--- src/error_manager_pkg.sv ---
// register map, field layout and reset values of the error manager
package error_manager_pkg;
	// ===========================================================
	// register indices (byte address = 4 * index)
	localparam int          ADDR_W            = 18;
	localparam logic [15:0] IDX_CLEAR         = 16'hF421;
	localparam logic [15:0] IDX_PARITY_MASK   = 16'hF422;
	localparam logic [15:0] IDX_SOFT_MASK     = 16'hF423;
	localparam logic [15:0] IDX_WD_MASK       = 16'hF424;
	localparam logic [15:0] IDX_STACK_MASK    = 16'hF425;
	localparam logic [15:0] IDX_LOOP_MASK     = 16'hF426;
	localparam logic [15:0] IDX_SUMMARY_FLAG  = 16'hF427;
	localparam logic [15:0] IDX_SOURCE_CODE   = 16'hF428;
	localparam logic [15:0] IDX_FAULT_PC      = 16'hF432;
	localparam logic [15:0] IDX_WD_RELOAD     = 16'hF443;
	localparam logic [15:0] IDX_WD_DIVIDER    = 16'hF444;
	localparam logic [15:0] IDX_IRQ_STATUS    = 16'hF470;
	localparam logic [15:0] IDX_IRQ_MASK      = 16'hF471;
	// ===========================================================
	// reset values
	localparam logic [11:0] RST_PARITY_MASK   = 12'h003;
	localparam logic [15:0] RST_REG           = 16'h0000;
	// ===========================================================
	// source code bit positions
	localparam int          BIT_SOFT          = 15;
	localparam int          BIT_LOOP          = 14;
	localparam int          BIT_STACK         = 13;
	localparam int          BIT_WD            = 12;
	localparam int          PARITY_BITS       = 12;
	// interrupt status bits
	localparam int          IRQ_BIT_ERROR     = 0;
	localparam int          IRQ_BIT_WD        = 1;
	localparam int          IRQ_BITS          = 2;
	// ===========================================================
	// watchdog
	localparam int          RELOAD_W          = 13;
	localparam int          DIV_W             = 4;
	localparam int          PRE_W             = 17;
	localparam logic [3:0]  DIV_SEL_MAX       = 4'hB;
	localparam int unsigned STEP_BASE_CYCLES  = 64;
endpackage

--- src/watchdog_if.sv ---
// carrier between the error manager and its watchdog counter
`timescale 1ns/1ps
interface watchdog_if;
	import error_manager_pkg::*;
	logic [RELOAD_W-1:0] watchdog_reload_value;
	logic [DIV_W-1:0]    watchdog_divider_select;
	logic                frame_restart;
	logic                expire;
	modport mgr (output watchdog_reload_value, watchdog_divider_select,
		frame_restart, input expire);
	modport wd (input watchdog_reload_value, watchdog_divider_select,
		frame_restart, output expire);
endinterface
--- src/error_manager.sv ---
// error manager with watchdog, APB register slave
//
// Decided for this implementation: register access over APB.
`timescale 1ns/1ps
module error_manager #(
	parameter int unsigned STEP_BASE = error_manager_pkg::STEP_BASE_CYCLES
) (
	// clock and reset
	input  wire logic                                pclk,
	input  wire logic                                presetn,
	// apb slave
	input  wire logic [error_manager_pkg::ADDR_W-1:0] paddr,
	input  wire logic                                psel,
	input  wire logic                                penable,
	input  wire logic                                pwrite,
	input  wire logic [31:0]                         pwdata,
	output logic      [31:0]                         prdata,
	output logic                                     pready,
	output logic                                     pslverr,
	// error sources from the core
	input  wire logic                                soft_panic,
	input  wire logic                                loop_overrun,
	input  wire logic                                stack_overrun,
	input  wire logic [error_manager_pkg::PARITY_BITS-1:0] parity_error,
	input  wire logic [15:0]                         execute_pc,
	input  wire logic                                frame_restart,
	// status
	output logic                                     error_flag,
	output logic                                     irq
);
	import error_manager_pkg::*;

	// ===========================================================
	// state
	logic [PARITY_BITS-1:0] parity_mask_q;
	logic                   soft_mask_q;
	logic                   watchdog_report_mask;
	logic                   stack_mask_q;
	logic                   loop_mask_q;
	logic                   clear_q;
	logic                   clear_prev_q;
	logic                   flag_q;
	logic [15:0]            code_q;
	logic [15:0]            fault_pc_q;
	logic [RELOAD_W-1:0]    reload_q;
	logic [DIV_W-1:0]       divider_q;
	logic [IRQ_BITS-1:0]    irq_status_q;
	logic [IRQ_BITS-1:0]    irq_mask_q;
	logic [31:0]            prdata_q;
	logic                   slverr_q;

	logic [15:0]            raw_err;
	logic [15:0]            mask_vec;
	logic [15:0]            reported;
	logic                   any_err;
	logic                   clr_edge;
	logic                   setup;
	logic                   wr_access;
	logic [31:0]            rd_mux;
	logic                   mapped;
	logic [IRQ_BITS-1:0]    irq_set;

	watchdog_if wdi ();

	// ===========================================================
	// address decode
	function automatic logic hit(input logic [ADDR_W-1:0] a,
		input logic [15:0] idx);
		hit = (a == {idx, 2'b00});
	endfunction

	assign setup     = psel && !penable;
	assign wr_access = psel && penable && pwrite;
	assign pready    = 1'b1;
	assign prdata    = prdata_q;
	assign pslverr   = psel && penable && slverr_q;

	// ===========================================================
	// error collection
	always_comb begin
		raw_err = {soft_panic, loop_overrun, stack_overrun, wdi.expire,
			parity_error};
		mask_vec = {soft_mask_q, loop_mask_q, stack_mask_q,
			watchdog_report_mask, parity_mask_q};
		reported = raw_err & ~mask_vec;
		any_err = |reported;
		clr_edge = clear_q && !clear_prev_q;
	end

	always_ff @(posedge pclk or negedge presetn) begin
		if (!presetn) begin
			flag_q <= 1'b0;
		end else if (any_err) begin
			flag_q <= 1'b1;
		end else if (clr_edge) begin
			flag_q <= 1'b0;
		end
	end

	// first error is held; a clear with a new error recaptures it
	always_ff @(posedge pclk or negedge presetn) begin
		if (!presetn) begin
			code_q <= RST_REG;
		end else if (any_err && (!flag_q || clr_edge)) begin
			code_q <= reported;
		end else if (clr_edge) begin
			code_q <= RST_REG;
		end
	end

	always_ff @(posedge pclk or negedge presetn) begin
		if (!presetn) begin
			fault_pc_q <= RST_REG;
		end else if (soft_panic) begin
			fault_pc_q <= execute_pc;
		end else if (wr_access && hit(paddr, IDX_FAULT_PC)) begin
			fault_pc_q <= pwdata[15:0];
		end
	end

	// ===========================================================
	// software registers
	always_ff @(posedge pclk or negedge presetn) begin
		if (!presetn) begin
			parity_mask_q        <= RST_PARITY_MASK;
			soft_mask_q          <= 1'b0;
			watchdog_report_mask <= 1'b0;
			stack_mask_q         <= 1'b0;
			loop_mask_q          <= 1'b0;
			clear_q              <= 1'b0;
			reload_q             <= '0;
			divider_q            <= '0;
			irq_mask_q           <= '0;
		end else if (wr_access) begin
			if (hit(paddr, IDX_PARITY_MASK))
				parity_mask_q <= pwdata[PARITY_BITS-1:0];
			if (hit(paddr, IDX_SOFT_MASK))
				soft_mask_q <= pwdata[0];
			if (hit(paddr, IDX_WD_MASK))
				watchdog_report_mask <= pwdata[0];
			if (hit(paddr, IDX_STACK_MASK))
				stack_mask_q <= pwdata[0];
			if (hit(paddr, IDX_LOOP_MASK))
				loop_mask_q <= pwdata[0];
			if (hit(paddr, IDX_CLEAR))
				clear_q <= pwdata[0];
			if (hit(paddr, IDX_WD_RELOAD))
				reload_q <= pwdata[RELOAD_W-1:0];
			if (hit(paddr, IDX_WD_DIVIDER))
				divider_q <= pwdata[DIV_W-1:0];
			if (hit(paddr, IDX_IRQ_MASK))
				irq_mask_q <= pwdata[IRQ_BITS-1:0];
		end
	end

	always_ff @(posedge pclk or negedge presetn) begin
		if (!presetn) begin
			clear_prev_q <= 1'b0;
		end else begin
			clear_prev_q <= clear_q;
		end
	end

	// ===========================================================
	// interrupt status, write one to clear, set wins
	always_comb begin
		irq_set = '0;
		irq_set[IRQ_BIT_ERROR] = any_err && !flag_q;
		irq_set[IRQ_BIT_WD] = wdi.expire;
	end

	always_ff @(posedge pclk or negedge presetn) begin
		if (!presetn) begin
			irq_status_q <= '0;
		end else if (wr_access && hit(paddr, IDX_IRQ_STATUS)) begin
			irq_status_q <= (irq_status_q & ~pwdata[IRQ_BITS-1:0]) |
				irq_set;
		end else begin
			irq_status_q <= irq_status_q | irq_set;
		end
	end

	assign irq        = |(irq_status_q & ~irq_mask_q);
	assign error_flag = flag_q;

	// ===========================================================
	// read path, captured in the setup cycle
	always_comb begin
		rd_mux = '0;
		mapped = 1'b1;
		case (paddr[ADDR_W-1:2])
			IDX_CLEAR:        rd_mux[0] = clear_q;
			IDX_PARITY_MASK:  rd_mux[PARITY_BITS-1:0] = parity_mask_q;
			IDX_SOFT_MASK:    rd_mux[0] = soft_mask_q;
			IDX_WD_MASK:      rd_mux[0] = watchdog_report_mask;
			IDX_STACK_MASK:   rd_mux[0] = stack_mask_q;
			IDX_LOOP_MASK:    rd_mux[0] = loop_mask_q;
			IDX_SUMMARY_FLAG: rd_mux[0] = flag_q;
			IDX_SOURCE_CODE:  rd_mux[15:0] = code_q;
			IDX_FAULT_PC:     rd_mux[15:0] = fault_pc_q;
			IDX_WD_RELOAD:    rd_mux[RELOAD_W-1:0] = reload_q;
			IDX_WD_DIVIDER:   rd_mux[DIV_W-1:0] = divider_q;
			IDX_IRQ_STATUS:   rd_mux[IRQ_BITS-1:0] = irq_status_q;
			IDX_IRQ_MASK:     rd_mux[IRQ_BITS-1:0] = irq_mask_q;
			default:          mapped = 1'b0;
		endcase
	end

	always_ff @(posedge pclk or negedge presetn) begin
		if (!presetn) begin
			prdata_q <= '0;
			slverr_q <= 1'b0;
		end else if (setup) begin
			prdata_q <= pwrite ? 32'h0000_0000 : rd_mux;
			slverr_q <= !mapped;
		end
	end

	// ===========================================================
	// watchdog
	assign wdi.watchdog_reload_value   = reload_q;
	assign wdi.watchdog_divider_select = divider_q;
	assign wdi.frame_restart           = frame_restart;

	watchdog_counter #(
		.STEP_BASE (STEP_BASE)
	) i_watchdog_counter (
		.pclk    (pclk),
		.presetn (presetn),
		.wd      (wdi.wd)
	);

	// ===========================================================
	// checks
	property p_flag_set;
		@(posedge pclk) disable iff (!presetn)
		any_err |=> flag_q;
	endproperty
	a_flag_set: assert property (p_flag_set)
		else $error("unmasked error did not set the flag");

	property p_flag_sticky;
		@(posedge pclk) disable iff (!presetn)
		(flag_q && !clr_edge) |=> flag_q;
	endproperty
	a_flag_sticky: assert property (p_flag_sticky)
		else $error("flag fell without a clear edge");

	property p_code_hold;
		@(posedge pclk) disable iff (!presetn)
		(flag_q && !clr_edge) |=> $stable(code_q);
	endproperty
	a_code_hold: assert property (p_code_hold)
		else $error("source code changed after first error");

	property p_clear_edge;
		@(posedge pclk) disable iff (!presetn)
		(clr_edge && !any_err) |=> !flag_q && code_q == 16'h0000;
	endproperty
	a_clear_edge: assert property (p_clear_edge)
		else $error("clear edge did not clear flag and code");

	property p_level_no_clear;
		@(posedge pclk) disable iff (!presetn)
		(clear_q && clear_prev_q && flag_q) |=> flag_q;
	endproperty
	a_level_no_clear: assert property (p_level_no_clear)
		else $error("held clear level cleared the flag");

	property p_wd_masked;
		@(posedge pclk) disable iff (!presetn)
		(wdi.expire && watchdog_report_mask && !flag_q && !soft_panic &&
			!loop_overrun && !stack_overrun && parity_error == '0)
			|=> !flag_q;
	endproperty
	a_wd_masked: assert property (p_wd_masked)
		else $error("masked watchdog expiry set the flag");

	property p_pc_capture;
		@(posedge pclk) disable iff (!presetn)
		soft_panic |=> fault_pc_q == $past(execute_pc);
	endproperty
	a_pc_capture: assert property (p_pc_capture)
		else $error("execute count not captured on software panic");

	property p_first_code;
		@(posedge pclk) disable iff (!presetn)
		(any_err && !flag_q) |=> code_q == $past({
			soft_panic && !soft_mask_q, loop_overrun && !loop_mask_q,
			stack_overrun && !stack_mask_q,
			wdi.expire && !watchdog_report_mask,
			parity_error & ~parity_mask_q});
	endproperty
	a_first_code: assert property (p_first_code)
		else $error("first error code does not match the sources");
endmodule

--- src/watchdog_counter.sv ---
// prescaled down-counting watchdog
`timescale 1ns/1ps
module watchdog_counter #(
	parameter int unsigned STEP_BASE = error_manager_pkg::STEP_BASE_CYCLES
) (
	// clock and reset
	input  wire logic pclk,
	input  wire logic presetn,
	// manager side
	watchdog_if.wd    wd
);
	import error_manager_pkg::*;

	logic [PRE_W-1:0]    pre_q;
	logic [RELOAD_W-1:0] cnt_q;
	logic                expire_q;
	logic [DIV_W-1:0]    sel_eff;
	logic [PRE_W-1:0]    limit;
	logic                step;

	// ===========================================================
	// prescaler
	always_comb begin
		sel_eff = (wd.watchdog_divider_select > DIV_SEL_MAX) ?
			DIV_SEL_MAX : wd.watchdog_divider_select;
		limit = PRE_W'((STEP_BASE << sel_eff) - 1);
		// a lowered divider steps at once instead of waiting for a wrap
		step = (pre_q >= limit);
	end

	always_ff @(posedge pclk or negedge presetn) begin
		if (!presetn) begin
			pre_q <= '0;
		end else if (wd.frame_restart || step) begin
			pre_q <= '0;
		end else begin
			pre_q <= pre_q + PRE_W'(1);
		end
	end

	// ===========================================================
	// down counter
	always_ff @(posedge pclk or negedge presetn) begin
		if (!presetn) begin
			cnt_q <= '0;
		end else if (wd.frame_restart) begin
			cnt_q <= wd.watchdog_reload_value;
		end else if (step && cnt_q != '0) begin
			cnt_q <= cnt_q - RELOAD_W'(1);
		end
	end

	// one pulse when the count steps onto zero
	always_ff @(posedge pclk or negedge presetn) begin
		if (!presetn) begin
			expire_q <= 1'b0;
		end else begin
			expire_q <= !wd.frame_restart && step &&
				cnt_q == RELOAD_W'(1);
		end
	end

	assign wd.expire = expire_q;

	property p_reload;
		@(posedge pclk) disable iff (!presetn)
		wd.frame_restart |=> cnt_q == $past(wd.watchdog_reload_value);
	endproperty
	a_reload: assert property (p_reload)
		else $error("watchdog not reloaded on frame restart");

	property p_decrement;
		@(posedge pclk) disable iff (!presetn)
		(step && !wd.frame_restart && cnt_q != '0)
			|=> cnt_q == $past(cnt_q) - RELOAD_W'(1);
	endproperty
	a_decrement: assert property (p_decrement)
		else $error("watchdog did not step down by one");

	property p_expire;
		@(posedge pclk) disable iff (!presetn)
		wd.expire |-> cnt_q == '0 && $past(cnt_q) == RELOAD_W'(1);
	endproperty
	a_expire: assert property (p_expire)
		else $error("watchdog expiry without reaching zero");

	// holds for any step base of four clocks or more
	property p_step_spacing;
		@(posedge pclk) disable iff (!presetn)
		(step && wd.watchdog_divider_select == 4'h0 && !wd.frame_restart)
			|=> !step [*3];
	endproperty
	a_step_spacing: assert property (p_step_spacing)
		else $error("watchdog steps closer than the prescale interval");
endmodule

--- config.mk ---
export PLATFORM = sky130hd
export DESIGN_NAME = error_manager
export DESIGN_NICKNAME = d
export VERILOG_FILES = /design/src/error_manager_pkg.sv /design/src/watchdog_if.sv /design/src/error_manager.sv /design/src/watchdog_counter.sv
export SDC_FILE = /design/constraint.sdc
export NUM_CORES = 1
export LEC_CHECK = 0
export ABC_AREA = 1
export BUFFER_PORTS_ARGS = -buffer_cell sky130_fd_sc_hd__buf_2
export CAP_MARGIN = 20
export CORE_MARGIN = 4
export CORE_UTILIZATION = 50
export DETAILED_ROUTE_END_ITERATION = 7
export GPL_TIMING_DRIVEN = 0
export PLACE_DENSITY = 0.7
export SYNTH_ARGS = -nofsm -noshare
export SYNTH_HDL_FRONTEND = slang
export SYNTH_HIERARCHICAL = 1
export SYNTH_SLANG_ARGS = --single-unit
--- constraint.sdc ---
create_clock -name pclk -period 8.09 [get_ports pclk]
set_clock_uncertainty 0.15 [all_clocks]
set_input_delay 1.618 -clock pclk [delete_from_list [all_inputs] [get_ports pclk]]
set_output_delay 1.618 -clock pclk [all_outputs]
set_load 0.005 [all_outputs]
# Word-level counts from Yosys, hierarchy flattened
# Index checks and enable logic that the tools add are counted.
op_classes:
  n_addsub: 3
  n_mul: 0
  div_mod_pow: 0
  magnitude_cmp: 2
  eq_ne: 25
  shifts: 1
  muxes: 19
  n_bitwise: 8
  reduce_logical: 36
op_table:
  columns: ["cell", "count"]
  rows:
  - ["$eq A16 B16 Y1 const B", 13]
  - ["$eq A18 B18 Y1 const B", 11]
  - ["$mux W16", 5]
  - ["$pmux W8 S4", 1]
  - ["$mux W13", 2]
  - ["$reduce_and A2 Y1", 9]
  - ["$add A17 B1 Y17 const B", 1]
  - ["$ge A17 B17 Y1", 1]
  - ["$mux W17", 1]
  - ["$shl A7 B4 Y17 const A", 1]
  - ["$sub A17 B1 Y17 const B", 1]
  - ["$and A16 B16 Y16", 1]
  - ["$not A16 Y16", 1]
  - ["$reduce_or A16 Y1", 1]
  - ["$eq A13 B1 Y1 const B", 1]
  - ["$pmux W1 S13", 1]
  - ["$reduce_bool A13 Y1", 1]
  - ["$reduce_or A13 Y1", 1]
  - ["$sub A13 B1 Y13 const B", 1]
  - ["$logic_and A1 B1 Y1", 12]
  - ["$pmux W2 S5", 1]
  - ["$reduce_bool A2 Y1", 4]
  - ["$pmux W1 S7", 1]
  - ["$pmux W3 S2", 1]
  - ["11 further kinds", 21]
totals:
  ff_bits: 136
  latchBits: 0
  ram_bits: 0
  mem_bits_ro: 0
  inputBits: 87
  out_inout_bits: 36
  wordCells: 113
  mem_count: 0

# Depth between registers and ports, before layout
depth:
  depth_word: 8
  mapped_depth: 20

# Cells and area by module
# Netlist, hierarchy kept.
modules_own_cells:
  columns: ["mod", "instances", "cells_per_inst", "area_each_um2"]
  rows:
  - ["error_manager", 1, 671, 4929.7]
  - ["watchdog_counter", 1, 337, 2290.9]

# Least setup slack after synthesis
# OpenSTA, ideal clock, no wires.
synth_timing:
  path_kind: "in2out"
  start: "in psel"
  end: "out pslverr"
  t_arrival_ns: 1.770
  required_ns: 6.322
  slack_ns: 4.552
  stages: 1
  cell_sequence: "and3_1"
synth_via:
  elab_chain_cells: 2
synth_lines:
  columns: ["item", "line", "source"]
  rows:
  - ["from (decl)", "error_manager.sv:13", "input wire logic psel,"]
  - ["$logic_and A1 B1 Y1 (2 in series)", "error_manager.sv:76", "assign pslverr = psel && penable && slverr_q;"]
  - ["to (decl)", "error_manager.sv:19", "output logic pslverr,"]
# No other way between the ends.

# Worst setup path in the final report
# Ends and elaborated chain as after synthesis.

==> flow_metrics.py <==
metrics = {
    "finish": {
        "drive_above_1_share_pct": 16.4,
        "syn2layout_area_growth_pct": 18.6,
        "final_area_sq_um": 8570,
        "nets": 1232,
        "antenna_cells": 0,
        "fillers": 1356,
    },
    "timing": {
        "min_period_over_period_pct": 46.6,
        "relSlewSlack_pct": 62.4,
        "worst_pin_slew_ps": 563,
        "rsz0062_at_grt": "no",
        "setup_viol": 0,
        "setup_tns_ps": 0,
        "drv_slew": 0,
        "layout_min_cycle_time_ps": 3770,
        "clock.fmax_ghz": 0.266,
        "hold_viol_final": 0,
        "whs_ps": 275,
    },
    "run": {
        "max_cap_violations": 0,
    },
    "setup_path": {
        "crit_path_top_delay_cell": "and3_1",
        "cp_cell_sequence": "buf_2, and3_1, buf_2",
        "crit_path_end_kind": "primary output",
        "cp.arrival_ps": 2000,
        "worstPathRequired_ps": 6320,
        "critPathKind": "in2out",
        "cpMostUsedCell": "buf_2",
        "path_max_fanout": 3,
        "critPathLaunchType": "primary input",
        "rr_worst_depth": 17,
        "slowest_delay_ps": 150,
    },
    "pwr": {
        "power_switching_share_pct": 26.6,
        "power_density_nw_per_um2": 196,
        "comb_power_share_pct": 15.0,
        "p_seq_share_pct": 39.8,
        "p_switching_mw": 0.447,
        "cellInternalPower_mw": 1.23,
        "finalPower_mw": 1.68,
        "p_leak_nw": 4.38,
        "clkPwrFrac_pct": 45.2,
        "irDropWorstVdd_uv": 153,
    },
    "clock_network": {
        "clk_latency_ps": 420,
        "clockBufferDepth": 2,
        "cts_buffers": 17,
        "clock-sinks": 120,
        "root_buffer": "clkbuf_16",
        "ctsHtreeMaxLevel": 4,
        "cts_resized": 0,
        "cts_tree": "done",
        "clk_pin_slew_worst_paths_ps": 50,
        "cts_setup_buffers": 0,
        "hold_buffers": 0,
    },
    "die": {
        "start_util_pct": 51.6,
        "die_w_microns": 128,
        "fp.dieH_microns": 128,
        "ioPinCount": 123,
        "fp-row-count": 43,
        "core-area_sq_um": 14000,
        "dieArea_sq_um": 16400,
    },
    "place": {
        "dp_hpwl_mm": 15.0,
        "placed_area_sq_um": 7970,
        "place_congestion": 0.911,
        "io_buffers": 87,
    },
    "detailed_routing": {
        "avgViaCountPerCell": 5.13,
        "drc_errors": 0,
        "routedWlPerCell_microns": 14.8,
        "dr_total_vias": 6774,
        "first_pass_iters": 5,
        "ant_nets": 0,
        "routed_wl_mm": 19.6,
        "first_iter_violations": 584,
    },
    "synthesis": {
        "ys_seq_area_share_pct": 41.6,
        "post_synth_main_area_contributors": "dfrtp_1 (41%), nand2_1 (15%), nand3_1 (9.6%)",
        "synth_top_cell_by_area": "dfrtp_1",
        "syn_inst": 1008,
        "syn_avg_cell_area_sq_um": 7.16,
        "ys_warn_count": 6,
        "synth_top_area_share_pct": 40.9,
        "synth_cell_types": 44,
        "async_flop_share_pct": 100,
        "netlist_area_sq_um": 7220,
        "ys.flop_type": "dfrtp_1",
        "ys_seq_elements": 120,
        "synth_edf_count": 0,
    },
    "min_path": {
        "holdCritPathClass": "reg2reg",
        "holdPathStages": 0,
    },
    "status": {
        "status": "complete, no violations",
    },
    "global_route": {
        "overflow": 0,
        "grt_max_degree": 65,
        "first_global_vias": 6542,
        "antenna_found_initial": 0,
        "track_usage_pct": 25.1,
        "grt_pass1_wl_mm": 32.5,
    },
}
==> metrics by stage <==
| step | util [%] | cells | setup WS [ps] |
|---|---|---|---|
| after floorplan | - | 1023 | 4550 |
| after global placement | 56.7 | 1290 | 3680 |
| after detailed placement | 57.0 | 1291 | 4320 |
| after CTS | 61.2 | 1321 | 4320 |
| after global routing | 61.2 | 1321 | 4260 |
| final | 61.2 | 1321 | 4320 |
==> cell families (layout without fill, tap and decap cells) <==
family | after synthesis | count (layout) | share of synthesized area (%)
flip-flops | 120 | 120 | 41.6
adder cells (fa/ha/maj) | 15 | 15 | 2.60
buffers and inverters | 165 | 283 | 10.8
AO/OA/AOI/OAI | 98 | 98 | 7.31
multiplexers | 2 | 2 | 0.295
AND/OR/NAND/NOR | 594 | 594 | 35.8
XOR/XNOR | 12 | 12 | 1.46
other | 2 | 17 | 0.104
==> power by group through the flow <==
stage	Clock, mW	Sequential, mW	Combinational, mW
2_1_floorplan	0	0.669	0.179
3_3_place_gp	0	0.677	0.246
3_5_place_dp	0	0.677	0.253
4_1_cts	0.771	0.668	0.253
5_1_grt	0.798	0.675	0.291
6_report	0.760	0.669	0.252
==> cell usage in the layout (no fill, tap or decap), types with 2 or more instances in the layout <==
cell type and n:
nor2_2 7, buf_6 8, xnor2_1 2, clkinv_2 4, nand3b_1 5, nor3_1 17, clkbuf_8 3, a31oi_1 4
conb_1 17, clkinv_1 3, inv_1 106, bufinv_16 3, dfrtp_1 118, nor4_1 2, o21ai_0 51, buf_2 105
dfstp_2 2, o211ai_1 6, o31ai_1 3, nor2_4 3, o21ai_1 18, a21oi_1 12, nor2_1 109, a21o_1 3
nand2_2 6, xor2_1 10, clkbuf_1 8, nand2_1 284, and3_1 3, nand3_1 138, nand4_1 13, ha_1 15
clkbuf_16 17, buf_4 20
==> cell usage after synthesis (2+ instances only) <==
library cell / count
nand3_1: 138
o21ai_1: 18
nor2_1: 109
buf_2: 19
conb_1: 2
dfstp_2: 2
nand2_1: 284
clkinv_1: 3
nor2_4: 3
nand3b_1: 5
dfrtp_1: 118
xor2_1: 10
nand2_2: 6
nand4_1: 13
o31ai_1: 3
ha_1: 15
xnor2_1: 2
a31oi_1: 4
buf_4: 20
and3_1: 3
clkbuf_1: 6
o21ai_0: 51
a21oi_1: 12
inv_1: 106
a21o_1: 3
nor4_1: 2
nor2_2: 7
o211ai_1: 6
buf_6: 7
nor3_1: 17
==> worst paths after layout <==
check | from | end | slack [ps]
max | psel | pslverr | 4320
min | clear_q$_DFFE_PN0P_ | clear_prev_q$_DFF_PN0_ | 280
max reg2reg | divider_q[3]$_DFFE_PN0P_ | i_watchdog_counter/cnt_q[4]$_DFFE_PN0P_ | 4690
min reg2reg | clear_q$_DFFE_PN0P_ | clear_prev_q$_DFF_PN0_ | 280
max in group asynchronous | presetn | parity_mask_q[6]$_DFFE_PN0P_ | 6070
min in group asynchronous | presetn | i_watchdog_counter/pre_q[15]$_DFF_PN0_ | 1010
==> critical path: cells and delay by family <==
kind	cells	cell delay, ps
simple gates	1	150
buf+inv	2	230
==> final cells by class <==
type	count	area [sq um]	area share, %
Sequential cell	120	3010	35.1
Buffer	54	365	4.26
Clock buffer	22	474	5.54
Inverter	111	418	4.88
Multi-Input combinational cell	738	3490	40.7
Timing Repair Buffer	88	469	5.48
Tap cell	180	225	2.63
Clock inverter	8	121	1.42
==> layer usage <==
layer / part of all wire (%) / wire, microns / track usage, % / vias up
met5: 0 / 0 / 0 / -
met4: 1.7 / 339 / 7.62 / 0
met3: 7.2 / 1420 / 5.13 / 24
met2: 46 / 9000 / 39.2 / 234
met1: 45 / 8810 / 35.2 / 3066
li1: - / - / - / 3450
==> state kept, by name (all words and copies together), names as in the netlist, 4 cells and up <==
register                  count
i_watchdog_counter/cnt_q     13
reload_q                     13
code_q                       16
divider_q                     4
prdata                       16
fault_pc_q                   16
i_watchdog_counter/pre_q     17
parity_mask_q                12
Power figures use the tool's default switching activity.
